`src/pin_function_pkg.sv`:
```
// constants for the port pin function selector block
//
// Contract
// - reserved selector bits read back as zero
// - high bit 12 selects pin 22 strobe
// - high bit 10 selects pin 21 strobe
// - high bit 8 selects pin 20 strobe
// - high bits 7:6 choose pin 19 function
// - high bits 5:4 choose pin 18 function
// - high bit 2 selects pin 17 wait input
// - high bit 0 selects pin 16 hold strobe
// - single chip mode blocks bus and dma functions
// - rom disabled forces the pin 22 (large package only) and pin 14 to 10 strobe and select functions, outside single chip mode
// - power-on loads middle by mode, low zero
// - other resets and sleep keep selector contents
// - middle bit 14 selects clock output, mode reset
// - middle bit 12 selects pin 14 read strobe
// - middle bit 10 selects pin 13 strobe
// - middle bit 8 selects pin 12 strobe
// - middle bit 6 selects chip select one
// - middle bit 4 selects chip select zero
// - middle bits 3:2 choose pin 9 function
// - middle bits 1:0 choose pin 8 function
// - operating mode may override selected functions
// - high selector drives pins on large package only
package pin_function_pkg;

  // ----------------------------------------------------------------
  // register map, byte addresses on the axi4-lite slave
  // ----------------------------------------------------------------
  localparam logic [3:0] ADDR_HIGH = 4'h0;
  localparam logic [3:0] ADDR_MIDDLE = 4'h4;
  localparam logic [3:0] ADDR_LOW = 4'h8;
  localparam logic [3:0] ADDR_MODE = 4'hC;

  // ----------------------------------------------------------------
  // writable bit masks and reset values
  // ----------------------------------------------------------------
  localparam logic [15:0] MASK_HIGH = 16'h55F5;
  localparam logic [15:0] MASK_MIDDLE = 16'h555F;
  localparam logic [15:0] MASK_LOW = 16'hFD75;
  localparam logic [15:0] RST_HIGH = 16'h0000;
  localparam logic [15:0] RST_MIDDLE_EXT = 16'h4000;
  localparam logic [15:0] RST_MIDDLE_SINGLE = 16'h0000;
  localparam logic [15:0] RST_LOW = 16'h0000;

  // ----------------------------------------------------------------
  // field positions
  // ----------------------------------------------------------------
  localparam int HI_PIN22 = 12;
  localparam int HI_PIN21 = 10;
  localparam int HI_PIN20 = 8;
  localparam int HI_PIN19 = 6;
  localparam int HI_PIN18 = 4;
  localparam int HI_PIN17 = 2;
  localparam int HI_PIN16 = 0;
  localparam int MID_PIN15 = 14;
  localparam int MID_PIN14 = 12;
  localparam int MID_PIN13 = 10;
  localparam int MID_PIN12 = 8;
  localparam int MID_PIN11 = 6;
  localparam int MID_PIN10 = 4;
  localparam int MID_PIN9 = 2;
  localparam int MID_PIN8 = 0;

  // two-bit field codes
  localparam logic [1:0] CODE_GPIO = 2'b00;
  localparam logic [1:0] CODE_ALT1 = 2'b01;
  localparam logic [1:0] CODE_ALT2 = 2'b10;

  // axi responses
  localparam logic [1:0] RESP_OKAY = 2'b00;
  localparam logic [1:0] RESP_SLVERR = 2'b10;

  // level given to a peripheral input whose pin is not routed to it
  localparam logic IDLE_ACTIVE_LOW = 1'b1;
  localparam logic IDLE_TIMER_CLK = 1'b0;

endpackage : pin_function_pkg

```
`src/pin_function_select.sv`:
```
// pin function selector for port pins 8 to 22 with axi4-lite registers
`timescale 1ns/10ps
module pin_function_select
  import pin_function_pkg::*;
(
  // clock and reset
  input wire logic i_clk,
  input wire logic i_rst,
  // operating mode straps
  input wire logic i_single_chip,
  input wire logic i_rom_disabled,
  input wire logic i_large_package,
  // axi4-lite write address
  input wire logic [3:0] i_awaddr,
  input wire logic i_awvalid,
  output logic o_awready,
  // axi4-lite write data
  input wire logic [31:0] i_wdata,
  input wire logic [3:0] i_wstrb,
  input wire logic i_wvalid,
  output logic o_wready,
  // axi4-lite write response
  output logic [1:0] o_bresp,
  output logic o_bvalid,
  input wire logic i_bready,
  // axi4-lite read address
  input wire logic [3:0] i_araddr,
  input wire logic i_arvalid,
  output logic o_arready,
  // axi4-lite read data
  output logic [31:0] o_rdata,
  output logic [1:0] o_rresp,
  output logic o_rvalid,
  input wire logic i_rready,
  // general purpose port side, indexed by pin number
  input wire logic [22:8] i_gpio_out,
  input wire logic [22:8] i_gpio_oe,
  // on-chip function outputs toward the pins
  input wire logic i_upper_word_low_byte_write_strobe,
  input wire logic i_column_strobe_upper_upper,
  input wire logic i_column_strobe_upper_lower,
  input wire logic i_bus_release_ack,
  input wire logic i_dma1_request_accepted,
  input wire logic i_dma0_request_accepted,
  input wire logic i_address_hold_strobe,
  input wire logic i_system_clock,
  input wire logic i_read_strobe,
  input wire logic i_upper_byte_write_strobe,
  input wire logic i_lower_byte_write_strobe,
  input wire logic i_chip_select_one,
  input wire logic i_chip_select_zero,
  // pad side
  input wire logic [22:8] i_pin,
  output logic [22:8] o_pin_out,
  output logic [22:8] o_pin_oe,
  // pin inputs routed to on-chip functions
  output logic o_bus_release_request,
  output logic o_wait_request,
  output logic o_timer_ext_clock_c,
  output logic o_timer_ext_clock_d,
  output logic o_ext_interrupt_two,
  output logic o_ext_interrupt_three
);

  // ----------------------------------------------------------------
  // state
  // ----------------------------------------------------------------
  logic [15:0] high_ff;
  logic [15:0] middle_ff;
  logic [15:0] low_ff;
  logic init_pending_ff;
  logic aw_full_ff;
  logic w_full_ff;
  logic [3:0] awaddr_ff;
  logic [31:0] wdata_ff;
  logic [3:0] wstrb_ff;
  logic awready_ff;
  logic wready_ff;
  logic bvalid_ff;
  logic [1:0] bresp_ff;
  logic arready_ff;
  logic rvalid_ff;
  logic [31:0] rdata_ff;
  logic [1:0] rresp_ff;
  logic [22:8] pin_out_ff;
  logic [22:8] pin_oe_ff;
  logic bus_req_ff;
  logic wait_req_ff;
  logic tclk_c_ff;
  logic tclk_d_ff;
  logic ext_interrupt_two_ff;
  logic ext_interrupt_three_ff;

  logic do_write;
  logic addr_ok_w;
  logic [15:0] wmask;

  // ----------------------------------------------------------------
  // axi4-lite write channel
  // ----------------------------------------------------------------

  // address and data are latched independently, in either order
  assign do_write = aw_full_ff && w_full_ff && !bvalid_ff;
  assign addr_ok_w = (awaddr_ff == ADDR_HIGH) || (awaddr_ff == ADDR_MIDDLE)
                     || (awaddr_ff == ADDR_LOW);
  assign wmask = {{8{wstrb_ff[1]}}, {8{wstrb_ff[0]}}};

  // write address and data holding registers
  always_ff @(posedge i_clk or posedge i_rst)
  begin
    if (i_rst)
    begin
      aw_full_ff <= 1'b0;
      w_full_ff <= 1'b0;
      awaddr_ff <= 4'h0;
      wdata_ff <= 32'h0000_0000;
      wstrb_ff <= 4'h0;
    end
    else
    begin
      if (i_awvalid && awready_ff)
      begin
        aw_full_ff <= 1'b1;
        awaddr_ff <= i_awaddr;
      end
      else if (do_write)
        aw_full_ff <= 1'b0;
      if (i_wvalid && wready_ff)
      begin
        w_full_ff <= 1'b1;
        wdata_ff <= i_wdata;
        wstrb_ff <= i_wstrb;
      end
      else if (do_write)
        w_full_ff <= 1'b0;
    end
  end

  // ready only while the holding slot is empty; held off until init load
  always_ff @(posedge i_clk or posedge i_rst)
  begin
    if (i_rst)
    begin
      awready_ff <= 1'b0;
      wready_ff <= 1'b0;
    end
    else
    begin
      awready_ff <= !init_pending_ff && !aw_full_ff && !(i_awvalid && awready_ff);
      wready_ff <= !init_pending_ff && !w_full_ff && !(i_wvalid && wready_ff);
    end
  end

  // write response, slverr on unmapped or read-only offsets
  always_ff @(posedge i_clk or posedge i_rst)
  begin
    if (i_rst)
    begin
      bvalid_ff <= 1'b0;
      bresp_ff <= RESP_OKAY;
    end
    else if (do_write)
    begin
      bvalid_ff <= 1'b1;
      bresp_ff <= addr_ok_w ? RESP_OKAY : RESP_SLVERR;
    end
    else if (bvalid_ff && i_bready)
      bvalid_ff <= 1'b0;
  end

  // ----------------------------------------------------------------
  // selector registers
  // ----------------------------------------------------------------

  // only the power-on reset clears these; no other reset source
  // reaches this block, so sleep and soft resets keep contents
  // middle value depends on the mode strap, which cannot feed an async
  // reset, so it is loaded on the first edge after release
  always_ff @(posedge i_clk or posedge i_rst)
  begin
    if (i_rst)
      init_pending_ff <= 1'b1;
    else
      init_pending_ff <= 1'b0;
  end

  // reserved positions are masked on write so they always read zero
  always_ff @(posedge i_clk or posedge i_rst)
  begin
    if (i_rst)
      high_ff <= RST_HIGH;
    else if (do_write && awaddr_ff == ADDR_HIGH)
      high_ff <= (high_ff & ~(wmask & MASK_HIGH)) | (wdata_ff[15:0] & wmask & MASK_HIGH);
  end

  // middle selector, strap-dependent load then software writes
  always_ff @(posedge i_clk or posedge i_rst)
  begin
    if (i_rst)
      middle_ff <= RST_MIDDLE_SINGLE;
    else if (init_pending_ff)
      middle_ff <= i_single_chip ? RST_MIDDLE_SINGLE : RST_MIDDLE_EXT;
    else if (do_write && awaddr_ff == ADDR_MIDDLE)
      middle_ff <= (middle_ff & ~(wmask & MASK_MIDDLE))
                   | (wdata_ff[15:0] & wmask & MASK_MIDDLE);
  end

  // low selector is storage only here; its pins live elsewhere
  always_ff @(posedge i_clk or posedge i_rst)
  begin
    if (i_rst)
      low_ff <= RST_LOW;
    else if (do_write && awaddr_ff == ADDR_LOW)
      low_ff <= (low_ff & ~(wmask & MASK_LOW)) | (wdata_ff[15:0] & wmask & MASK_LOW);
  end

  // ----------------------------------------------------------------
  // axi4-lite read channel
  // ----------------------------------------------------------------

  // one read in flight; arready drops while the answer waits
  always_ff @(posedge i_clk or posedge i_rst)
  begin
    if (i_rst)
    begin
      arready_ff <= 1'b0;
      rvalid_ff <= 1'b0;
      rdata_ff <= 32'h0000_0000;
      rresp_ff <= RESP_OKAY;
    end
    else if (i_arvalid && arready_ff)
    begin
      arready_ff <= 1'b0;
      rvalid_ff <= 1'b1;
      rresp_ff <= RESP_OKAY;
      unique case (i_araddr)
        ADDR_HIGH: rdata_ff <= {16'h0000, high_ff};
        ADDR_MIDDLE: rdata_ff <= {16'h0000, middle_ff};
        ADDR_LOW: rdata_ff <= {16'h0000, low_ff};
        ADDR_MODE: rdata_ff <= {28'h000_0000, init_pending_ff, i_large_package,
                                i_rom_disabled, i_single_chip};
        default:
        begin
          rdata_ff <= 32'h0000_0000;
          rresp_ff <= RESP_SLVERR;
        end
      endcase
    end
    else if (rvalid_ff && i_rready)
    begin
      rvalid_ff <= 1'b0;
      arready_ff <= 1'b1;
    end
    else if (!rvalid_ff)
      arready_ff <= 1'b1;
  end

  // ----------------------------------------------------------------
  // effective pin functions
  // ----------------------------------------------------------------
  logic bus_ok;
  logic rom_force;
  logic [22:8] nxt_pin_out;
  logic [22:8] nxt_pin_oe;
  logic nxt_bus_req;
  logic nxt_wait_req;
  logic nxt_tclk_c;
  logic nxt_tclk_d;
  logic nxt_ext_interrupt_two;
  logic nxt_ext_interrupt_three;

  // bus and dma functions are dropped in single chip mode
  assign bus_ok = !i_single_chip;
  // rom-disabled boot needs strobes and selects whatever the fields say
  assign rom_force = i_rom_disabled && !i_single_chip;

  // per-pin mux; default is the general purpose path
  always_comb
  begin
    nxt_pin_out = i_gpio_out;
    nxt_pin_oe = i_gpio_oe;
    nxt_bus_req = IDLE_ACTIVE_LOW;
    nxt_wait_req = IDLE_ACTIVE_LOW;
    nxt_tclk_c = IDLE_TIMER_CLK;
    nxt_tclk_d = IDLE_TIMER_CLK;
    nxt_ext_interrupt_two = IDLE_ACTIVE_LOW;
    nxt_ext_interrupt_three = IDLE_ACTIVE_LOW;
    if ((high_ff[HI_PIN22] && bus_ok) || rom_force)
    begin
      nxt_pin_out[22] = i_upper_word_low_byte_write_strobe;
      nxt_pin_oe[22] = 1'b1;
    end
    if (high_ff[HI_PIN21] && bus_ok)
    begin
      nxt_pin_out[21] = i_column_strobe_upper_upper;
      nxt_pin_oe[21] = 1'b1;
    end
    if (high_ff[HI_PIN20] && bus_ok)
    begin
      nxt_pin_out[20] = i_column_strobe_upper_lower;
      nxt_pin_oe[20] = 1'b1;
    end
    // code 11 is reserved and falls through to general purpose
    if (bus_ok && high_ff[HI_PIN19+:2] == CODE_ALT1)
    begin
      nxt_pin_out[19] = i_bus_release_ack;
      nxt_pin_oe[19] = 1'b1;
    end
    else if (bus_ok && high_ff[HI_PIN19+:2] == CODE_ALT2)
    begin
      nxt_pin_out[19] = i_dma1_request_accepted;
      nxt_pin_oe[19] = 1'b1;
    end
    if (bus_ok && high_ff[HI_PIN18+:2] == CODE_ALT1)
    begin
      nxt_pin_oe[18] = 1'b0;
      nxt_bus_req = i_pin[18];
    end
    else if (bus_ok && high_ff[HI_PIN18+:2] == CODE_ALT2)
    begin
      nxt_pin_out[18] = i_dma0_request_accepted;
      nxt_pin_oe[18] = 1'b1;
    end
    if (high_ff[HI_PIN17] && bus_ok)
    begin
      nxt_pin_oe[17] = 1'b0;
      nxt_wait_req = i_pin[17];
    end
    if (high_ff[HI_PIN16] && bus_ok)
    begin
      nxt_pin_out[16] = i_address_hold_strobe;
      nxt_pin_oe[16] = 1'b1;
    end
    // small packages have no pads here; keep them quiet
    if (!i_large_package)
    begin
      nxt_pin_out[22:16] = 7'h00;
      nxt_pin_oe[22:16] = 7'h00;
      nxt_bus_req = IDLE_ACTIVE_LOW;
      nxt_wait_req = IDLE_ACTIVE_LOW;
    end
    // clock output is not a bus function, allowed in every mode
    if (middle_ff[MID_PIN15])
    begin
      nxt_pin_out[15] = i_system_clock;
      nxt_pin_oe[15] = 1'b1;
    end
    if ((middle_ff[MID_PIN14] && bus_ok) || rom_force)
    begin
      nxt_pin_out[14] = i_read_strobe;
      nxt_pin_oe[14] = 1'b1;
    end
    if ((middle_ff[MID_PIN13] && bus_ok) || rom_force)
    begin
      nxt_pin_out[13] = i_upper_byte_write_strobe;
      nxt_pin_oe[13] = 1'b1;
    end
    if ((middle_ff[MID_PIN12] && bus_ok) || rom_force)
    begin
      nxt_pin_out[12] = i_lower_byte_write_strobe;
      nxt_pin_oe[12] = 1'b1;
    end
    if ((middle_ff[MID_PIN11] && bus_ok) || rom_force)
    begin
      nxt_pin_out[11] = i_chip_select_one;
      nxt_pin_oe[11] = 1'b1;
    end
    if ((middle_ff[MID_PIN10] && bus_ok) || rom_force)
    begin
      nxt_pin_out[10] = i_chip_select_zero;
      nxt_pin_oe[10] = 1'b1;
    end
    // timer and interrupt inputs work in every mode; 11 stays gpio
    if (middle_ff[MID_PIN9+:2] == CODE_ALT1)
    begin
      nxt_pin_oe[9] = 1'b0;
      nxt_tclk_d = i_pin[9];
    end
    else if (middle_ff[MID_PIN9+:2] == CODE_ALT2)
    begin
      nxt_pin_oe[9] = 1'b0;
      nxt_ext_interrupt_three = i_pin[9];
    end
    if (middle_ff[MID_PIN8+:2] == CODE_ALT1)
    begin
      nxt_pin_oe[8] = 1'b0;
      nxt_tclk_c = i_pin[8];
    end
    else if (middle_ff[MID_PIN8+:2] == CODE_ALT2)
    begin
      nxt_pin_oe[8] = 1'b0;
      nxt_ext_interrupt_two = i_pin[8];
    end
  end

  // registered pad and peripheral side; adds one cycle of latency
  // to every routed signal, traded for clean flop-driven outputs
  always_ff @(posedge i_clk or posedge i_rst)
  begin
    if (i_rst)
    begin
      pin_out_ff <= 15'h0000;
      pin_oe_ff <= 15'h0000;
      bus_req_ff <= IDLE_ACTIVE_LOW;
      wait_req_ff <= IDLE_ACTIVE_LOW;
      tclk_c_ff <= IDLE_TIMER_CLK;
      tclk_d_ff <= IDLE_TIMER_CLK;
      ext_interrupt_two_ff <= IDLE_ACTIVE_LOW;
      ext_interrupt_three_ff <= IDLE_ACTIVE_LOW;
    end
    else
    begin
      pin_out_ff <= nxt_pin_out;
      pin_oe_ff <= nxt_pin_oe;
      bus_req_ff <= nxt_bus_req;
      wait_req_ff <= nxt_wait_req;
      tclk_c_ff <= nxt_tclk_c;
      tclk_d_ff <= nxt_tclk_d;
      ext_interrupt_two_ff <= nxt_ext_interrupt_two;
      ext_interrupt_three_ff <= nxt_ext_interrupt_three;
    end
  end

  // ----------------------------------------------------------------
  // outputs
  // ----------------------------------------------------------------
  assign o_awready = awready_ff;
  assign o_wready = wready_ff;
  assign o_bvalid = bvalid_ff;
  assign o_bresp = bresp_ff;
  assign o_arready = arready_ff;
  assign o_rvalid = rvalid_ff;
  assign o_rdata = rdata_ff;
  assign o_rresp = rresp_ff;
  assign o_pin_out = pin_out_ff;
  assign o_pin_oe = pin_oe_ff;
  assign o_bus_release_request = bus_req_ff;
  assign o_wait_request = wait_req_ff;
  assign o_timer_ext_clock_c = tclk_c_ff;
  assign o_timer_ext_clock_d = tclk_d_ff;
  assign o_ext_interrupt_two = ext_interrupt_two_ff;
  assign o_ext_interrupt_three = ext_interrupt_three_ff;

endmodule : pin_function_select

```
`config.mk`:
```
export PLATFORM = sky130hd
export DESIGN_NAME = pin_function_select
export DESIGN_NICKNAME = d
export VERILOG_FILES = /design/src/pin_function_pkg.sv /design/src/pin_function_select.sv
export SDC_FILE = /design/constraint.sdc
export NUM_CORES = 1
export LEC_CHECK = 0
export BUFFER_PORTS_ARGS = -buffer_cell sky130_fd_sc_hd__buf_2
export CAP_MARGIN = 20
export CORE_UTILIZATION = 51
export CTS_BUF_LIST = sky130_fd_sc_hd__clkbuf_4
export CTS_CLUSTER_DIAMETER = 200
export CTS_CLUSTER_SIZE = 10
export DETAILED_ROUTE_END_ITERATION = 7
export PLACE_DENSITY = 0.91
export SETUP_SLACK_MARGIN = 0.1
export SLEW_MARGIN = 20
export SYNTH_ARGS = -nofsm -noshare
export SYNTH_HDL_FRONTEND = slang
export SYNTH_SLANG_ARGS = --single-unit
```
`constraint.sdc`:
```
create_clock -name i_clk -period 4 [get_ports i_clk]
set_input_delay 0.6 -clock i_clk [delete_from_list [all_inputs] [get_ports i_clk]]
set_output_delay 0.6 -clock i_clk [all_outputs]
set_load 0.02 [all_outputs]
```
==> metrics.csv <==
stage;metric;value;unit
yosys;synth-seq-cells;115;
clock_network;cts_resized;0;
floorplan;dieArea;10000;um2
critical_path;crit_start;awaddr_ff[1]$_DFFE_PP0P_;
power;p_sw_share;31.4;%
drt;drc;0;
power;power_leakage;0.00296;uW
power;p_int;2050;uW
flow_run;timing.max_cap.violations;0;
sta;hold_violations;0;
critical_path;cp_data_arrival_time;2.29;ns
clock_network;clk_pin_slew;0.10;ns
drt;post_drt_via_cell_ratio;5.19;
min_path;holdCritPathClass;in2async;
yosys;netlist_area;4920;um2
sta;tightestPinTransition;0.879;ns
grt;grt_pass1_wl;17.4;mm
layout;layout-drive-gt1-share;43.4;%
critical_path;reg2reg_from;awaddr_ff[1]$_DFFE_PP0P_;
sta;timing.final.crit_share;47.8;%
drt;drt_iter0_markers;183;
layout;areaGrowthSynthToFinish;20.7;%
sta;fin_crit;1.91;ns
power;switchingPower;940;uW
floorplan;row_count;35;
yosys;syn-mean-instance-area;12.5;um2
yosys;synthArstFlopShare;100;%
place;dp_hpwl;8.01;mm
floorplan;start_util;53.0;%
yosys;yosys-top-cells-area;dfrtp_1 (56%), mux2_2 (10%), nand2_1 (3.8%), mux2_4 (3.1%), buf_4 (2.7%);
sta;max_freq;523;MHz
clock_network;clock_latency;0.49;ns
grt;grt_usage;23.0;%
sta;relSlewSlack;41.3;%
critical_path;worstSetupStartpointType;flop;
yosys;synth_top_area_cell;dfrtp_1;
drt;wire_per_inst;15.7;um
drt;antenna_left;0;
power;vdd_drop_max;339;uV
grt;antenna_found_initial;0;
layout;nFillCells;735;
sta;skew;0.00853;ns
sta;timing.setup.tns;0;ns
sta;grt_setup_unrepaired;false;
power;seqPwrFrac;52.4;%
clock_network;cts_tree;built;
power;clockPowerShare;26.8;%
floorplan;chipHeight;100;um
grt;grt_remaining_overflow;0;
place;post-place-ws;2.08;ns
clock_network;clk_path_buf_depth;2;
critical_path;path_class;reg2reg;
yosys;ys_seq_area_share;58.6;%
grt;grt_pass1_vias;3546;
floorplan;dieWidth;100;um
drt;via_count;3568;
place;io_buffers;140;
yosys;synth_warnings;0;
grt;grt_max_degree;59;
clock_network;h-tree-depth;4;
sta;report.final.slew_viol_count;0;
yosys;synth_top_area_share;56.0;%
power;combPwrFrac;20.8;%
drt;drt-total-wl;10.8;mm
clock_network;cts_setup_buffers;0;
sta;setup_viol;0;
layout;antenna_cells;0;
clock_network;cts_buffers;17;
yosys;synth_cell_types;45;
clock_network;holdBufCountCts;0;
yosys;synth_edf_count;0;
run_status;outcome;finished, final reports clean;
power;cellPowerDensity;504;nW/um2
floorplan;ios;189;
yosys;ys.flop_type;dfrtp_1;
critical_path;end_kind;flop;
floorplan;core;9280;um2
critical_path;cp.required;4.38;ns
place;gp_congestion;0.849;
critical_path;path_max_fanout;6;
clock_network;cts.sinks;115;
yosys;syn_inst;395;
drt;dr.pass1.iters;4;
layout;nets;657;
clock_network;root_buffer;clkbuf_4;
sta;timing.final.ws_setup;2.09;ns
cell usage after synthesis (3+ instances only):
cell	count
dfrtp_1	110
nand2_1	50
mux2_2	44
o21ai_0	24
buf_4	18
nor2b_1	14
mux2i_1	13
nor2_1	11
mux2_4	10
nand3_1	10
clkbuf_1	8
inv_1	8
nand2b_1	8
a21oi_1	6
and2_1	5
dfstp_2	5
a22oi_1	4
o21a_1	4
buf_6	3
nor4_4	3
metal layers:
layer	vias up	track usage (%)	share of wire, %
met3	12	5.85	6.6
met2	161	38.9	51
li1	1633	-	-
met4	0	8.36	1.7
met1	1762	28.7	41
met5	-	0	0
per-stage QoR:
step	cells	power, uW	cell area [um2]	utilization [%]	hold slack [ns]
final	687	2990	5930	63.9	0.205
after global routing	687	3150	5930	63.9	0.159
after CTS	687	3010	5930	63.9	0.188
after detailed placement	655	2220	5670	61.1	0.463
after global placement	655	2170	5670	61.1	0.453
after floorplan	413	2030	4990	-	0.445
placed cells by master, fill, tap and decap left out, types with 10 or more instances in the layout:
cell type | synthesis | layout
nor2_1 | 11 | 11
nor2b_1 | 14 | 14
nand2_1 | 50 | 50
dfrtp_1 | 110 | 110
conb_1 | 1 | 19
mux2_2 | 44 | 44
o21ai_0 | 24 | 24
buf_2 | 1 | 140
nand3_1 | 10 | 10
mux2i_1 | 13 | 13
mux2_4 | 10 | 10
clkbuf_4 | 0 | 20
power groups by stage:
stage | sequential [uW] | clock (uW) | combinational [uW]
after global placement | 1570 | 0 | 601
after global routing | 1600 | 870 | 681
after floorplan | 1580 | 0 | 450
final | 1570 | 801 | 624
after detailed placement | 1590 | 0 | 628
after CTS | 1570 | 816 | 629
critical path: stages, from the launching register on:
cell and delay [ns]:
dfrtp_1 0.42, or2_1 0.37, or4_4 0.68, mux2_4 0.33
final cells by class:
class                           instances  area [um2]  area share (%)
Clock buffer                           20         150            2.53
Clock inverter                         12         115            1.94
Tap cell                              129         161            2.72
Timing Repair Buffer                  143         723            12.2
Sequential cell                       115        2880            48.6
Inverter                                8        32.5           0.548
Multi-Input combinational cell        260        1870            31.5
logic make-up after synthesis:
logic type                Yosys count  synth area share (%)
AOI/OAI and AO/OA                  52                  6.67
xor gates and xnor gates            3                 0.534
buffers and inverters              38                  4.76
DFF                               115                  58.6
muxes                              67                  15.8
other                               1                0.0762
and+or+nand+nor                   119                  13.6
registers in the layout (all words and copies together), names as in the netlist, 2 cells and up:
register   flops
awaddr_ff      4
high_ff       10
low_ff        12
middle_ff     10
o_pin_oe      15
o_pin_out     15
o_rdata       16
wdata_ff      15
wstrb_ff       2
final timing paths:
kind                       cells after the start  slack [ns]                         to
setup / recovery                               3        2.09     high_ff[0]$_DFFE_PP0P_
hold / removal                                 2        0.20     o_pin_oe[22]$_DFF_PP0_
setup reg to reg                               3        2.09     high_ff[0]$_DFFE_PP0P_
hold reg to reg                                2        0.47     o_rdata[7]$_DFFE_PP0P_
max in group asynchronous                      3        2.87  init_pending_ff$_DFF_PP1_
min in group i_clk                             1        0.21     o_pin_out[9]$_DFF_PP0_
No activity file was read; power rests on OpenSTA's default activity.
